## config.mk

```make
export PLATFORM = sky130hd
export DESIGN_NAME = ogpm_top
export DESIGN_NICKNAME = d
export VERILOG_FILES = /design/src/verilog/ogpm_pkg.sv /design/src/verilog/ogpm_gain_stage.sv /design/src/verilog/ogpm_thresh_counter.sv /design/src/verilog/ogpm_top.sv
export SDC_FILE = /design/constraint.sdc
export NUM_CORES = 1
export LEC_CHECK = 0
export BUFFER_PORTS_ARGS = -buffer_cell sky130_fd_sc_hd__buf_4
export CAP_MARGIN = 20
export CORE_MARGIN = 2
export CORE_UTILIZATION = 35
export CTS_BUF_LIST = sky130_fd_sc_hd__clkbuf_8
export DETAILED_ROUTE_END_ITERATION = 10
export HOLD_SLACK_MARGIN = 0.1
export PLACE_DENSITY = 0.63
export SYNTH_ARGS = -nofsm -noshare
export SYNTH_HDL_FRONTEND = slang
export SYNTH_SLANG_ARGS = --single-unit
```

## constraint.sdc

```tcl
create_clock -name mclk -period 20 [get_ports mclk]
set_clock_uncertainty 0.1 [all_clocks]
set_input_delay 1 -clock mclk [delete_from_list [all_inputs] [get_ports mclk]]
set_output_delay 1 -clock mclk [all_outputs]
set_load 0.02 [all_outputs]
```

## src/verilog/ogpm_pkg.sv

```systemverilog
package ogpm_pkg;

  // register offsets, one 16-bit register per address
  localparam logic [7:0] ADDR_LOAD_CTRL  = 8'h40;
  localparam logic [7:0] ADDR_GAIN5      = 8'h41;
  localparam logic [7:0] ADDR_FREQ_LOW   = 8'h42;
  localparam logic [7:0] ADDR_FREQ_HIGH  = 8'h43;
  localparam logic [7:0] ADDR_STAGE5_CNT = 8'h44;
  localparam logic [7:0] ADDR_MON_CTRL   = 8'h46;
  localparam logic [7:0] ADDR_TIMER_LOW  = 8'h47;
  localparam logic [7:0] ADDR_TIMER_MID  = 8'h48;
  localparam logic [7:0] ADDR_TIMER_HIGH = 8'h49;
  localparam logic [7:0] ADDR_FINAL_GAIN_SETTING      = 8'h50;
  localparam logic [7:0] ADDR_STAGE6_CNT = 8'h51;

  // widths
  localparam int REG_W       = 16;
  localparam int SAMPLE_W    = 16;
  localparam int GAIN_W      = 9;
  localparam int COUNT_W     = 12;
  localparam int TIMER_W     = 48;
  localparam int FREQ_W      = 21;
  localparam int FREQ_HIGH_W = 5;
  localparam int THRESH_W    = 8;
  localparam int GAIN_FRAC   = 8;
  localparam int NUM_MON     = 2;

  // field positions
  localparam int LOAD_PULSE_BIT = 0;
  localparam int MON_RESET_BIT  = 0;
  localparam int MON_MODE_BIT   = 1;
  localparam int MON_ENABLE_BIT = 2;
  localparam int THRESH_LSB     = 8;

  // reset values
  localparam logic [8:0]  GAIN5_RST   = 9'h0FF;
  localparam logic [8:0]  FINAL_GAIN_SETTING_RST   = 9'h100;
  localparam logic [15:0] REG_ZERO    = 16'h0000;
  localparam logic [11:0] COUNT_MAX   = 12'hFFF;

  // saturation limits of a 16-bit signed sample
  localparam logic signed [26:0] SAT_POS = 27'sh0007FFF;
  localparam logic signed [26:0] SAT_NEG = -27'sh0008000;

  typedef struct packed {
    logic                       valid;
    logic signed [SAMPLE_W-1:0] data;
  } ogpm_sample_s;

  typedef struct packed {
    logic                       enable;
    logic                       above;
    logic signed [THRESH_W-1:0] threshold;
  } ogpm_mon_cfg_s;

endpackage : ogpm_pkg

```

## src/verilog/ogpm_gain_stage.sv

```systemverilog
`timescale 1ns/1ps
module ogpm_gain_stage (
  // clock and reset
  input  wire logic                              mclk,
  input  wire logic                              rst,
  // sample path
  input  wire ogpm_pkg::ogpm_sample_s            smp_in,
  input  wire logic [ogpm_pkg::GAIN_W-1:0]       gain,
  output ogpm_pkg::ogpm_sample_s                 smp_out_r
);

  logic signed [26:0] data_ext;
  logic signed [26:0] gain_ext;
  logic signed [26:0] prod;
  logic signed [26:0] scaled;
  logic signed [15:0] sat_nxt;

  // gain is unsigned, so a zero is prepended before widening
  always_comb begin
    data_ext = 27'(smp_in.data);
    gain_ext = 27'($signed({1'b0, gain}));
    prod     = data_ext * gain_ext;
    scaled   = prod >>> ogpm_pkg::GAIN_FRAC;
    if (scaled > ogpm_pkg::SAT_POS) begin
      sat_nxt = ogpm_pkg::SAT_POS[15:0];
    end else if (scaled < ogpm_pkg::SAT_NEG) begin
      sat_nxt = ogpm_pkg::SAT_NEG[15:0];
    end else begin
      sat_nxt = scaled[15:0];
    end
  end

  // one register stage; clipping avoids wrap on large gains
  always_ff @(posedge mclk or posedge rst) begin
    if (rst) begin
      smp_out_r <= '0;
    end else begin
      smp_out_r.valid <= smp_in.valid;
      smp_out_r.data  <= sat_nxt;
    end
  end

endmodule : ogpm_gain_stage

```

## src/verilog/ogpm_thresh_counter.sv

```systemverilog
`timescale 1ns/1ps
module ogpm_thresh_counter (
  // clock and reset
  input  wire logic                              mclk,
  input  wire logic                              rst,
  // sample and setup
  input  wire ogpm_pkg::ogpm_sample_s            smp,
  input  wire ogpm_pkg::ogpm_mon_cfg_s           cfg,
  input  wire logic                              restart,
  input  wire logic                              window_open,
  // result
  output logic [ogpm_pkg::COUNT_W-1:0]           count_r
);

  logic signed [7:0] smp_top;
  logic              hit;

  // compare the top byte against the signed threshold
  always_comb begin
    smp_top = smp.data[15:8];
    if (cfg.above) begin
      hit = smp_top > cfg.threshold;
    end else begin
      hit = smp_top < cfg.threshold;
    end
  end

  // counter holds at full scale rather than wrapping to a small value
  always_ff @(posedge mclk or posedge rst) begin
    if (rst) begin
      count_r <= '0;
    end else if (restart) begin
      count_r <= '0;
    end else if (cfg.enable && window_open && smp.valid && hit &&
                 count_r != ogpm_pkg::COUNT_MAX) begin
      count_r <= count_r + 12'h001;
    end
  end

endmodule : ogpm_thresh_counter

```

## src/verilog/ogpm_top.sv

```systemverilog
`timescale 1ns/1ps
module ogpm_top (
  // clock and reset
  input  wire logic                                mclk,
  input  wire logic                                rst,
  // register port
  input  wire logic [7:0]                          reg_addr,
  input  wire logic [ogpm_pkg::REG_W-1:0]          reg_wdata,
  input  wire logic                                reg_wr,
  input  wire logic                                reg_rd,
  output logic [ogpm_pkg::REG_W-1:0]               reg_rdata_r,
  // sample path
  input  wire ogpm_pkg::ogpm_sample_s              combiner_in,
  output ogpm_pkg::ogpm_sample_s                   final_out,
  // oscillator four frequency
  output logic [ogpm_pkg::FREQ_W-1:0]              osc4_frequency_word_r,
  output logic                                     osc4_freq_sign_r,
  output logic [ogpm_pkg::FREQ_W-2:0]              osc4_freq_magnitude_r,
  output logic signed [ogpm_pkg::FREQ_W-1:0]       osc4_freq_step_r,
  output logic                                     osc4_freq_update_r,
  // monitor state
  output logic                                     monitor_busy_r
);

  // number of watched gain-stage outputs
  localparam int NM = ogpm_pkg::NUM_MON;

  // software registers
  logic [ogpm_pkg::REG_W-1:0]       osc4_freq_word_low_r;
  logic [ogpm_pkg::FREQ_HIGH_W-1:0] osc4_freq_word_high_r;
  logic [ogpm_pkg::GAIN_W-1:0]      stage5_gain_r;
  logic [ogpm_pkg::GAIN_W-1:0]      final_gain_value_r;
  logic [ogpm_pkg::THRESH_W-1:0]    monitor_threshold_r;
  logic                             monitor_enable_r;
  logic                             monitor_above_r;
  logic                             freq_word_load_pulse_r;
  logic                             monitor_restart_r;
  logic [ogpm_pkg::TIMER_W-1:0]     start_count_r;

  // monitor period
  logic [ogpm_pkg::TIMER_W-1:0]     timer_r;
  logic                             window_r;

  // datapath and counts
  ogpm_pkg::ogpm_sample_s           stage5_out;
  ogpm_pkg::ogpm_sample_s           mon_smp [NM];
  ogpm_pkg::ogpm_mon_cfg_s          mon_cfg;
  logic [ogpm_pkg::COUNT_W-1:0]     mon_count [NM];
  logic [ogpm_pkg::REG_W-1:0]       rdata_nxt;
  logic [ogpm_pkg::FREQ_W-1:0]      freq_word_nxt;

  // write hits on the two strobe registers
  logic wr_hit_ctrl;
  logic wr_hit_mon;

  assign wr_hit_ctrl = reg_wr && (reg_addr == ogpm_pkg::ADDR_LOAD_CTRL);
  assign wr_hit_mon  = reg_wr && (reg_addr == ogpm_pkg::ADDR_MON_CTRL);

  // frequency word staging; the oscillator does not see these until loaded
  always_ff @(posedge mclk or posedge rst) begin
    if (rst) begin
      osc4_freq_word_low_r  <= '0;
      osc4_freq_word_high_r <= '0;
    end else if (reg_wr) begin
      if (reg_addr == ogpm_pkg::ADDR_FREQ_LOW) begin
        osc4_freq_word_low_r <= reg_wdata;
      end else if (reg_addr == ogpm_pkg::ADDR_FREQ_HIGH) begin
        osc4_freq_word_high_r <= reg_wdata[ogpm_pkg::FREQ_HIGH_W-1:0];
      end
    end
  end

  // gain settings; the upper write bits are dropped, both gains are
  // unsigned multipliers with eight fraction bits
  always_ff @(posedge mclk or posedge rst) begin
    if (rst) begin
      stage5_gain_r      <= ogpm_pkg::GAIN5_RST;
      final_gain_value_r <= ogpm_pkg::FINAL_GAIN_SETTING_RST;
    end else if (reg_wr) begin
      if (reg_addr == ogpm_pkg::ADDR_GAIN5) begin
        stage5_gain_r <= reg_wdata[ogpm_pkg::GAIN_W-1:0];
      end else if (reg_addr == ogpm_pkg::ADDR_FINAL_GAIN_SETTING) begin
        final_gain_value_r <= reg_wdata[ogpm_pkg::GAIN_W-1:0];
      end
    end
  end

  // monitor setup; threshold, mode and enable change together in one
  // write, so a half-updated compare is never applied
  always_ff @(posedge mclk or posedge rst) begin
    if (rst) begin
      monitor_threshold_r <= '0;
      monitor_enable_r    <= 1'b0;
      monitor_above_r     <= 1'b0;
    end else if (wr_hit_mon) begin
      monitor_threshold_r <= reg_wdata[ogpm_pkg::THRESH_LSB +: ogpm_pkg::THRESH_W];
      monitor_enable_r    <= reg_wdata[ogpm_pkg::MON_ENABLE_BIT];
      monitor_above_r     <= reg_wdata[ogpm_pkg::MON_MODE_BIT];
    end
  end

  // start count; only taken up by the timer on the next restart, so
  // rewriting it mid-period does not disturb a period already running
  always_ff @(posedge mclk or posedge rst) begin
    if (rst) begin
      start_count_r <= '0;
    end else if (reg_wr) begin
      if (reg_addr == ogpm_pkg::ADDR_TIMER_LOW) begin
        start_count_r[15:0] <= reg_wdata;
      end else if (reg_addr == ogpm_pkg::ADDR_TIMER_MID) begin
        start_count_r[31:16] <= reg_wdata;
      end else if (reg_addr == ogpm_pkg::ADDR_TIMER_HIGH) begin
        start_count_r[47:32] <= reg_wdata;
      end
    end
  end

  // load strobe: high for the one cycle after the write, then clears
  // itself, so every new word needs a fresh write
  always_ff @(posedge mclk or posedge rst) begin
    if (rst) begin
      freq_word_load_pulse_r <= 1'b0;
    end else begin
      freq_word_load_pulse_r <= wr_hit_ctrl && reg_wdata[ogpm_pkg::LOAD_PULSE_BIT];
    end
  end

  // restart strobe: one cycle wide; a period never starts again on its
  // own, software has to write it once more
  always_ff @(posedge mclk or posedge rst) begin
    if (rst) begin
      monitor_restart_r <= 1'b0;
    end else begin
      monitor_restart_r <= wr_hit_mon && reg_wdata[ogpm_pkg::MON_RESET_BIT];
    end
  end

  // the 21-bit word as software has staged it
  assign freq_word_nxt = {osc4_freq_word_high_r, osc4_freq_word_low_r};

  // staged words only reach the oscillator on the load pulse, so a
  // half-written word is never seen by the running oscillator
  always_ff @(posedge mclk or posedge rst) begin
    if (rst) begin
      osc4_frequency_word_r <= '0;
      osc4_freq_sign_r      <= 1'b0;
      osc4_freq_magnitude_r <= '0;
    end else if (freq_word_load_pulse_r) begin
      osc4_frequency_word_r <= freq_word_nxt;
      osc4_freq_sign_r      <= freq_word_nxt[ogpm_pkg::FREQ_W-1];
      osc4_freq_magnitude_r <= freq_word_nxt[ogpm_pkg::FREQ_W-2:0];
    end
  end

  // two's complement step for the accumulator; a negative zero in the
  // signed-magnitude word turns into a plain zero step
  always_ff @(posedge mclk or posedge rst) begin
    if (rst) begin
      osc4_freq_step_r <= '0;
    end else if (freq_word_load_pulse_r) begin
      if (freq_word_nxt[ogpm_pkg::FREQ_W-1]) begin
        osc4_freq_step_r <= -$signed({1'b0, freq_word_nxt[ogpm_pkg::FREQ_W-2:0]});
      end else begin
        osc4_freq_step_r <= $signed({1'b0, freq_word_nxt[ogpm_pkg::FREQ_W-2:0]});
      end
    end
  end

  // update strobe follows the new word by the same edge, so a consumer
  // can take the word on the strobe without a further delay
  always_ff @(posedge mclk or posedge rst) begin
    if (rst) begin
      osc4_freq_update_r <= 1'b0;
    end else begin
      osc4_freq_update_r <= freq_word_load_pulse_r;
    end
  end

  // period timer counts clocks while enabled; a zero start count
  // gives an empty period, so nothing is counted until reloaded;
  // with the enable clear the timer waits, so the period only stretches
  always_ff @(posedge mclk or posedge rst) begin
    if (rst) begin
      timer_r  <= '0;
      window_r <= 1'b0;
    end else if (monitor_restart_r) begin
      timer_r  <= start_count_r;
      window_r <= |start_count_r;
    end else if (window_r && monitor_enable_r) begin
      timer_r <= timer_r - 48'h000000000001;
      if (timer_r == 48'h000000000001) begin
        window_r <= 1'b0;
      end
    end
  end

  // busy mirrors the open period for the outside world,
  // one cycle late as it is a registered copy of the window
  always_ff @(posedge mclk or posedge rst) begin
    if (rst) begin
      monitor_busy_r <= 1'b0;
    end else begin
      monitor_busy_r <= window_r;
    end
  end

  // fifth stage, then final stage feeding the output;
  // each stage adds one register, so the final output trails by two
  ogpm_gain_stage u_stage5 (
    .mclk      (mclk),
    .rst       (rst),
    .smp_in    (combiner_in),
    .gain      (stage5_gain_r),
    .smp_out_r (stage5_out)
  );

  ogpm_gain_stage u_stage6 (
    .mclk      (mclk),
    .rst       (rst),
    .smp_in    (stage5_out),
    .gain      (final_gain_value_r),
    .smp_out_r (final_out)
  );

  // shared monitor setup and the two watched stage outputs
  assign mon_cfg.enable    = monitor_enable_r;
  assign mon_cfg.above     = monitor_above_r;
  assign mon_cfg.threshold = monitor_threshold_r;
  assign mon_smp[0]        = stage5_out;
  assign mon_smp[1]        = final_out;

  // one threshold counter per monitored stage; both share one setup and
  // one period, so their counts compare directly
  for (genvar i = 0; i < NM; i++) begin : g_mon
    ogpm_thresh_counter u_cnt (
      .mclk        (mclk),
      .rst         (rst),
      .smp         (mon_smp[i]),
      .cfg         (mon_cfg),
      .restart     (monitor_restart_r),
      .window_open (window_r),
      .count_r     (mon_count[i])
    );
  end

  // read decode; unmapped addresses read zero,
  // strobe bits read back only in the cycle they are high
  always_comb begin
    rdata_nxt = ogpm_pkg::REG_ZERO;
    if (reg_addr == ogpm_pkg::ADDR_LOAD_CTRL) begin
      rdata_nxt[ogpm_pkg::LOAD_PULSE_BIT] = freq_word_load_pulse_r;
    end else if (reg_addr == ogpm_pkg::ADDR_GAIN5) begin
      rdata_nxt[ogpm_pkg::GAIN_W-1:0] = stage5_gain_r;
    end else if (reg_addr == ogpm_pkg::ADDR_FREQ_LOW) begin
      rdata_nxt = osc4_freq_word_low_r;
    end else if (reg_addr == ogpm_pkg::ADDR_FREQ_HIGH) begin
      rdata_nxt[ogpm_pkg::FREQ_HIGH_W-1:0] = osc4_freq_word_high_r;
    end else if (reg_addr == ogpm_pkg::ADDR_STAGE5_CNT) begin
      rdata_nxt[ogpm_pkg::COUNT_W-1:0] = mon_count[0];
    end else if (reg_addr == ogpm_pkg::ADDR_MON_CTRL) begin
      rdata_nxt[ogpm_pkg::THRESH_LSB +: ogpm_pkg::THRESH_W] = monitor_threshold_r;
      rdata_nxt[ogpm_pkg::MON_ENABLE_BIT] = monitor_enable_r;
      rdata_nxt[ogpm_pkg::MON_MODE_BIT]   = monitor_above_r;
      rdata_nxt[ogpm_pkg::MON_RESET_BIT]  = monitor_restart_r;
    end else if (reg_addr == ogpm_pkg::ADDR_TIMER_LOW) begin
      rdata_nxt = start_count_r[15:0];
    end else if (reg_addr == ogpm_pkg::ADDR_TIMER_MID) begin
      rdata_nxt = start_count_r[31:16];
    end else if (reg_addr == ogpm_pkg::ADDR_TIMER_HIGH) begin
      rdata_nxt = start_count_r[47:32];
    end else if (reg_addr == ogpm_pkg::ADDR_FINAL_GAIN_SETTING) begin
      rdata_nxt[ogpm_pkg::GAIN_W-1:0] = final_gain_value_r;
    end else if (reg_addr == ogpm_pkg::ADDR_STAGE6_CNT) begin
      rdata_nxt[ogpm_pkg::COUNT_W-1:0] = mon_count[1];
    end
  end

  // read data stands only in the cycle after the strobe and drops
  // to zero after, so stale data is never mistaken for a new answer
  always_ff @(posedge mclk or posedge rst) begin
    if (rst) begin
      reg_rdata_r <= '0;
    end else if (reg_rd) begin
      reg_rdata_r <= rdata_nxt;
    end else begin
      reg_rdata_r <= '0;
    end
  end

endmodule : ogpm_top

```

==> metrics.cfg, run 1 <==
[run_status]
status = finished clean

[synth]
synth_cell_type_count = 77
ys.flop_type = dfrtp_1
yosys-top-cells-count = inv_1, nand2_1, dfrtp_1
yosys.area.top_type = dfrtp_1
yosys_warnings = 0
synth_edf_count = 0
syn_nets = 2785
synth_area_mm2 = 0.0231
ys_ff_latch = 265
syn_area_per_cell_um2 = 9.74
yosysMostFrequentCell = inv_1
synthCells = 2367
yosys-top-cells-area = dfrtp_1, fa_1, ha_1, mux2_2, inv_1
yosysSeqAreaShare_pct = 28.8
synthArstFlopShare_pct = 100
yosysTopAreaCellShare_pct = 27.8

[layout]
nFillCells = 6469
diodes = 0
final_core_util_pct = 39.2
nets = 2861
finalNonFillerCells = 3341
area_growth_pct = 11.4
drive_gt1_share_pct = 15.3

[global_route]
grt_pass1_vias = 18000
grt_start_max_net_pins = 116
grt_util_all_layers_pct = 18.1
antenna_found_initial = 2
grt-ovfl-total = 0
grt_pass1_wl_um = 98100

[detailed_routing]
finalWirelength_um = 61200
drtPass1Iterations = 7
antenna_left = 0
vias = 17200
drc = 0
vias_per_cell = 5.15
dr.first_iter.drc_count = 1162
wire_per_inst_um = 18.3

[clocking]
cts_tree = done
ctsHtreeMaxLevel = 2
root_buffer = clkbuf_8
clk_path_buf_depth = 3
cts_buffers = 45
path_clk_slew_ns = 0.07
postCtsSetupBuffers = 0
cts-resized-gates = 0
insertion_delay_ns = 0.62
hold_buffers = 0
cts.sinks = 265

[floorplanning]
core_mm2 = 0.0655
die-area_mm2 = 0.0679
rows = 94
pin_count = 143
die_x_um = 261
die_height_um = 261
initial_utilization_pct = 35.2

[timing]
whs_ns = 0.385
relSlewSlack_pct = 31.9
rsz0062_at_grt = false
finalSetupViolations = 0
setup_tns_ns = 0
period_minus_slack_ns = 7.18
max_freq_mhz = 139
hold_viol_final = 0
fin_crit_sh_pct = 35.9
layout_setup_ws_ns = 12.82
drv_slew = 0
tightest_slew_ns = 1.01

[pwr]
power.density_mw_per_mm2 = 64.5
peakVddDrop_v = 0.0000444
leakage_uw = 0.0134

[worst_setup_path]
critPathMaxFanout = 18
start_kind = flip-flop
crit_type = reg2reg
critPathRequiredTime_ns = 20.38
crit_top_cell = fa_1
critical-path-max-stage-delay_ns = 0.82
cp_data_arrival_time_ns = 7.56
path_cells = nand2_1 -> fa_1 -> inv_1 -> fa_1 -> fa_1 -> fa_1 -> inv_1 -> fa_1 -> inv_1 -> ha_1 -> and3_1 -> and3_1 -> a2111oi_4 -> a211o_1 -> a31oi_1 -> a221o_1 -> xor2_1 -> o21ai_1 -> a31o_2
r2r_slack_ns = 12.82
cp_slowest_cell = dfrtp_1
crit_path_end_kind = flip-flop

[place]
placedCellCount = 3256
dpl.hpwl_um = 46900
gp_congestion = 0.902
portBuffers = 142
place_ws_ns = 12.62

[hold_path]
hold_class = reg2reg

[flow_run]
cap_violations = 0

==> sequential cells by signal (all words and copies together), names as in the netlist <==
name / count
final_gain_value_r: 9
osc4_freq_step_r: 20
reg_rdata_r: 16
freq_word_load_pulse_r: 1
osc4_frequency_word_r: 21
monitor_restart_r: 1
osc4_freq_update_r: 1
timer_r: 48
osc4_freq_word_low_r: 16
monitor_threshold_r: 8
stage5_gain_r: 9
monitor_enable_r: 1
window_r: 1
monitor_busy_r: 1
g_mon.u_cnt.count_r: 24
monitor_above_r: 1
start_count_r: 48
u_stage5.smp_out_r: 17
osc4_freq_word_high_r: 5
u_stage6.smp_out_r: 17
==> worst paths after layout <==
path                                  startpoint                      to  cells past startpoint
hold / removal                          window_r          monitor_busy_r                      0
min in group asynchronous                    rst   u_stage6.smp_out_r[0]                      2
max in group asynchronous                    rst  freq_word_load_pulse_r                      5
setup / recovery           final_gain_value_r[3]  u_stage6.smp_out_r[14]                     19
hold reg to reg                         window_r          monitor_busy_r                      0
setup reg to reg           final_gain_value_r[3]  u_stage6.smp_out_r[14]                     19
==> metal layers <==
| metal | vias up | GRT usage (%) | wire (µm) | share of wire, % |
|---|---|---|---|---|
| met3 | 114 | 2.51 | 3090 | 5.0 |
| met1 | 8758 | 23.5 | 25600 | 42 |
| met2 | 494 | 31.5 | 31000 | 51 |
| met4 | 0 | 4.81 | 1490 | 2.4 |
| li1 | 7837 | - | - | - |
| met5 | - | 0 | 0 | 0 |
==> power by group <==
group          leakage [µW]  total [µW]  internal [µW]  switching, µW
clock network      0.000533         493            260            232
registers           0.00360         684            583            101
logic               0.00929         479            204            275
total                0.0134        1660           1050            608
==> critical path: cells and delay by family (launching register included) <==
| kind | cells | cell delay (ns) |
|---|---|---|
| adders and majority gates | 6 | 3.00 |
| buffers and inverters | 3 | 0.15 |
| DFF | 1 | 0.82 |
| xor gates and xnor gates | 1 | 0.34 |
| AOI/OAI and AO/OA | 6 | 2.03 |
| and+or+nand+nor | 3 | 0.61 |
==> layout make-up <==
cell class              count  area, µm²  share of cell area (%)
flip-flops and latches    265       6650                    25.9
well taps                 864       1080                    4.21
repair buffers            153       1180                    4.60
clock inverters            30        201                   0.784
inverters                 342       1290                    5.03
multi-input cells        1636      14600                    56.8
clock buffers              51        702                    2.73
==> cell families (layout without fill, tap and decap cells) <==
family                     after synthesis  count (layout)  share of synthesized area, %
buffers and inverters                  466             576                          8.00
and+or+nand+nor                        686             686                          14.9
DFF                                    265             265                          28.8
xor gates and xnor gates               119             119                          4.52
AOI/OAI and AO/OA                      323             323                          9.10
muxes                                  135             135                          6.55
adders and majority gates              373             373                          28.1
==> cells in the final DEF, fill, tap and decap left out, drive strengths merged, types with 18 or more instances in the layout <==
master | synthesis | routed
a21o | 41 | 41
a21oi | 93 | 93
a22oi | 18 | 18
and2 | 130 | 130
buf | 33 | 153
clkbuf | 91 | 51
dfrtp | 256 | 256
fa | 242 | 242
ha | 131 | 131
inv | 342 | 363
mux2 | 126 | 126
nand2 | 267 | 267
nand3 | 32 | 32
nor2 | 97 | 97
nor3 | 27 | 27
nor4 | 26 | 26
o21ai | 81 | 81
xnor2 | 62 | 62
xor2 | 57 | 57
==> through the flow <==
stage / total power (µW) / cell area (µm²)
after floorplan: 1000 / 23100
after global placement: 1160 / 24700
after detailed placement: 1170 / 24700
after CTS: 1670 / 25600
after global routing: 1760 / 25700
final: 1660 / 25700
No activity file was read; power rests on OpenSTA's default activity.
==> run 2, diff against run 1 <==
==> constraint.sdc (replaced) <==
create_clock -name mclk -period 6.9 [get_ports mclk]
set_clock_uncertainty 0.1 [all_clocks]
set_input_delay 0.345 -clock mclk [delete_from_list [all_inputs] [get_ports mclk]]
set_output_delay 0.345 -clock mclk [all_outputs]
set_load 0.02 [all_outputs]
==> run 2 against run 1 <==
  * Routed wire length up 1.8%
  * Final area grew 1.9%
  * Critical path depth is the same
  * Global-route usage increased by 0.26 points
  * Worst setup slack worse by 12 ns
  * Clock power rose to 3.2 times the previous value
  * Clock-buffer cell count rose by 6
  * Combinational power increased to 3.0 times the previous value
  * Critical path type unchanged
==> metrics.cfg, run 2 (synthesis results as in run 1) <==
[run_status]
status = finished clean

[clocking]
clk_path_buf_depth = 3  ; unchanged
ctsHtreeMaxLevel = 2  ; unchanged
cts_tree = done
insertion_delay_ns = 0.62  ; about the same
root_buffer = clkbuf_8
path_clk_slew_ns = 0.07  ; about the same
cts.sinks = 265  ; unchanged
cts_buffers = 46  ; +2.2%

[flow_run]
cap_violations = 0  ; unchanged

[timing]
finalSetupViolations = 0  ; unchanged
drv_slew = 0  ; unchanged
rsz0062_at_grt = false
whs_ns = 0.170  ; -0.215 ns
fin_crit_sh_pct = 95.2  ; +59 points
tightest_slew_ns = 1.09  ; +0.0784 ns
max_freq_mhz = 152  ; +9.3%
period_minus_slack_ns = 6.57  ; -0.613 ns
hold_viol_final = 0  ; unchanged
relSlewSlack_pct = 27.2  ; -4.8 points

[global_route]
grt_start_max_net_pins = 176  ; +52%
grt-ovfl-total = 0  ; unchanged
grt_pass1_vias = 18100  ; +0.33%
grt_pass1_wl_um = 98600  ; +0.49%
grt_util_all_layers_pct = 18.3  ; +0.26 points
antenna_found_initial = 4  ; +2

[layout]
nets = 2901  ; +1.4%
mostFrequentLayoutCell = inv_1
final_cell_mix = inv_1, nand2_1, dfrtp_1, fa_1, buf_4
reg_top3 = start_count_r (48), timer_r (48), g_mon.u_cnt.count_r (24)
nFillCells = 6345  ; -1.9%
diodes = 0  ; unchanged
stdcell_area_mm2 = 0.0262  ; +1.9%
drive_gt1_share_pct = 16.1  ; +0.76 points
area_growth_pct = 13.6

[worst_setup_path]
critPathRequiredTime_ns = 7.29  ; -13.09 ns
crit_type = reg2reg
cp_top_family = adder cells
cp_data_arrival_time_ns = 6.96  ; -0.60 ns
crit_path_end_kind = flip-flop
path_cells = nand2_1 -> fa_1 -> inv_1 -> fa_1 -> fa_1 -> fa_1 -> inv_1 -> fa_1 -> inv_1 -> ha_1 -> and3_1 -> and3_1 -> a2111oi_4 -> a211o_1 -> a31oi_1 -> a221o_1 -> xor2_1 -> o21ai_2 -> a31o_2
cp_slowest_cell = dfrtp_1
critical-path-max-stage-delay_ns = 0.65  ; -0.17 ns
start_kind = flip-flop
crit_top_cell = fa_1
cp_num_buf_inv = 3  ; unchanged
critPathMaxFanout = 15  ; -3

[floorplanning]
pin_count = 143  ; unchanged
die-area_mm2 = 0.0679  ; unchanged
core_mm2 = 0.0655  ; unchanged
die_x_um = 261  ; unchanged
rows = 94  ; unchanged
initial_utilization_pct = 35.2  ; unchanged
die_height_um = 261  ; unchanged

[detailed_routing]
finalWirelength_um = 62300  ; +1.8%
vias = 17400  ; +1.1%
drtPass1Iterations = 8  ; +1
antenna_left = 0  ; unchanged
vias_per_cell = 5.14  ; about the same
wire_per_inst_um = 18.4  ; +0.63%
dr.first_iter.drc_count = 1207  ; +3.9%
drc = 0  ; unchanged

[place]
dpl.hpwl_um = 48000  ; +2.4%
gp_congestion = 0.879  ; -2.5%
place_area_mm2 = 0.0248  ; +0.46%
portBuffers = 142  ; unchanged

[hold_path]
hold_class = in2reg

[pwr]
combPwrFrac_pct = 28.8  ; about the same
p_sw_uw = 1800  ; +200%
sw_frac_of_total_pct = 36.0  ; -0.78 points
internal_power_uw = 3200  ; +210%
peakVddDrop_v = 0.000141  ; +220%
power.density_mw_per_mm2 = 191  ; +200%
clock_power_share_pct = 31.8  ; +2.0 points
p_seq_share_pct = 39.4  ; -1.9 points
leakage_uw = 0.0136  ; +1.6%

run 2: worst paths after layout:
check | start | endpoint | slack (ns) | cells past startpoint
hold reg to reg | window_r | monitor_busy_r | 0.36 | 0
setup reg to reg | u_stage5.smp_out_r[8] | u_stage6.smp_out_r[14] | 0.33 | 19
setup / recovery | u_stage5.smp_out_r[8] | u_stage6.smp_out_r[14] | 0.33 | 19
hold / removal | reg_addr[4] | monitor_restart_r | 0.17 | 4
max in group asynchronous | rst | monitor_restart_r | 4.72 | 5
min in group asynchronous | rst | u_stage6.smp_out_r[10] | 0.40 | 4
run 2: power groups by stage:
stage / clock, µW / sequential [µW] / combinational, µW
2_1_floorplan: 0 / 1850 / 1060
3_3_place_gp: 0 / 2000 / 1370
3_5_place_dp: 0 / 2000 / 1420
4_1_cts: 1630 / 1970 / 1440
5_1_grt: 1700 / 1990 / 1620
6_report: 1590 / 1970 / 1440
run 2: timing repair:
item / CTS / global route
gates resized for setup: 1 / 5
pin swaps: 0 / 1
buffers inserted: 0 / 1
endpoints found under the hold margin: 149 / 0
setup endpoints to repair: 15 / 30
hold buffers: 26 / 0
run 2: tightest hold or removal path, delay by kind of cell:
| family | cells | cell delay (ns) |
|---|---|---|
| buf+inv | 1 | 0.08 |
| simple gates | 3 | 0.42 |
run 2: per-layer routing:
| metal | up-vias | part of all wire, % | global-route usage, % |
|---|---|---|---|
| met4 | 2 | 2.3 | 4.76 |
| met5 | - | 0.021 | 0 |
| met2 | 472 | 51 | 32.4 |
| li1 | 7900 | - | - |
| met1 | 8906 | 41 | 23.6 |
| met3 | 108 | 5.2 | 2.39 |
run 2: layout make-up:
cell class              instances  area [µm²]  share of cell area (%)
repair buffers                192        1540                    5.90
flip-flops and latches        265        6650                    25.4
inverters                     342        1290                    4.92
clock buffers                  57         785                    3.00
multi-input cells            1636       14600                    55.8
well taps                     864        1080                    4.13
clock inverters                24         224                   0.855
run 2: metrics by stage:
stage	setup TNS (ns)	std cells	power (µW)	utilization (%)	worst slack [ns]
finish	0	3380	5000	40.0	0.332
global route	0	3380	5310	40.0	0.0168
CTS	0	3377	5050	39.9	0.156
detailed placement	-0.0564	3270	3420	37.9	-0.0564
global placement	0	3270	3370	37.9	0.165
floorplan	0	2367	2910	-	0.418
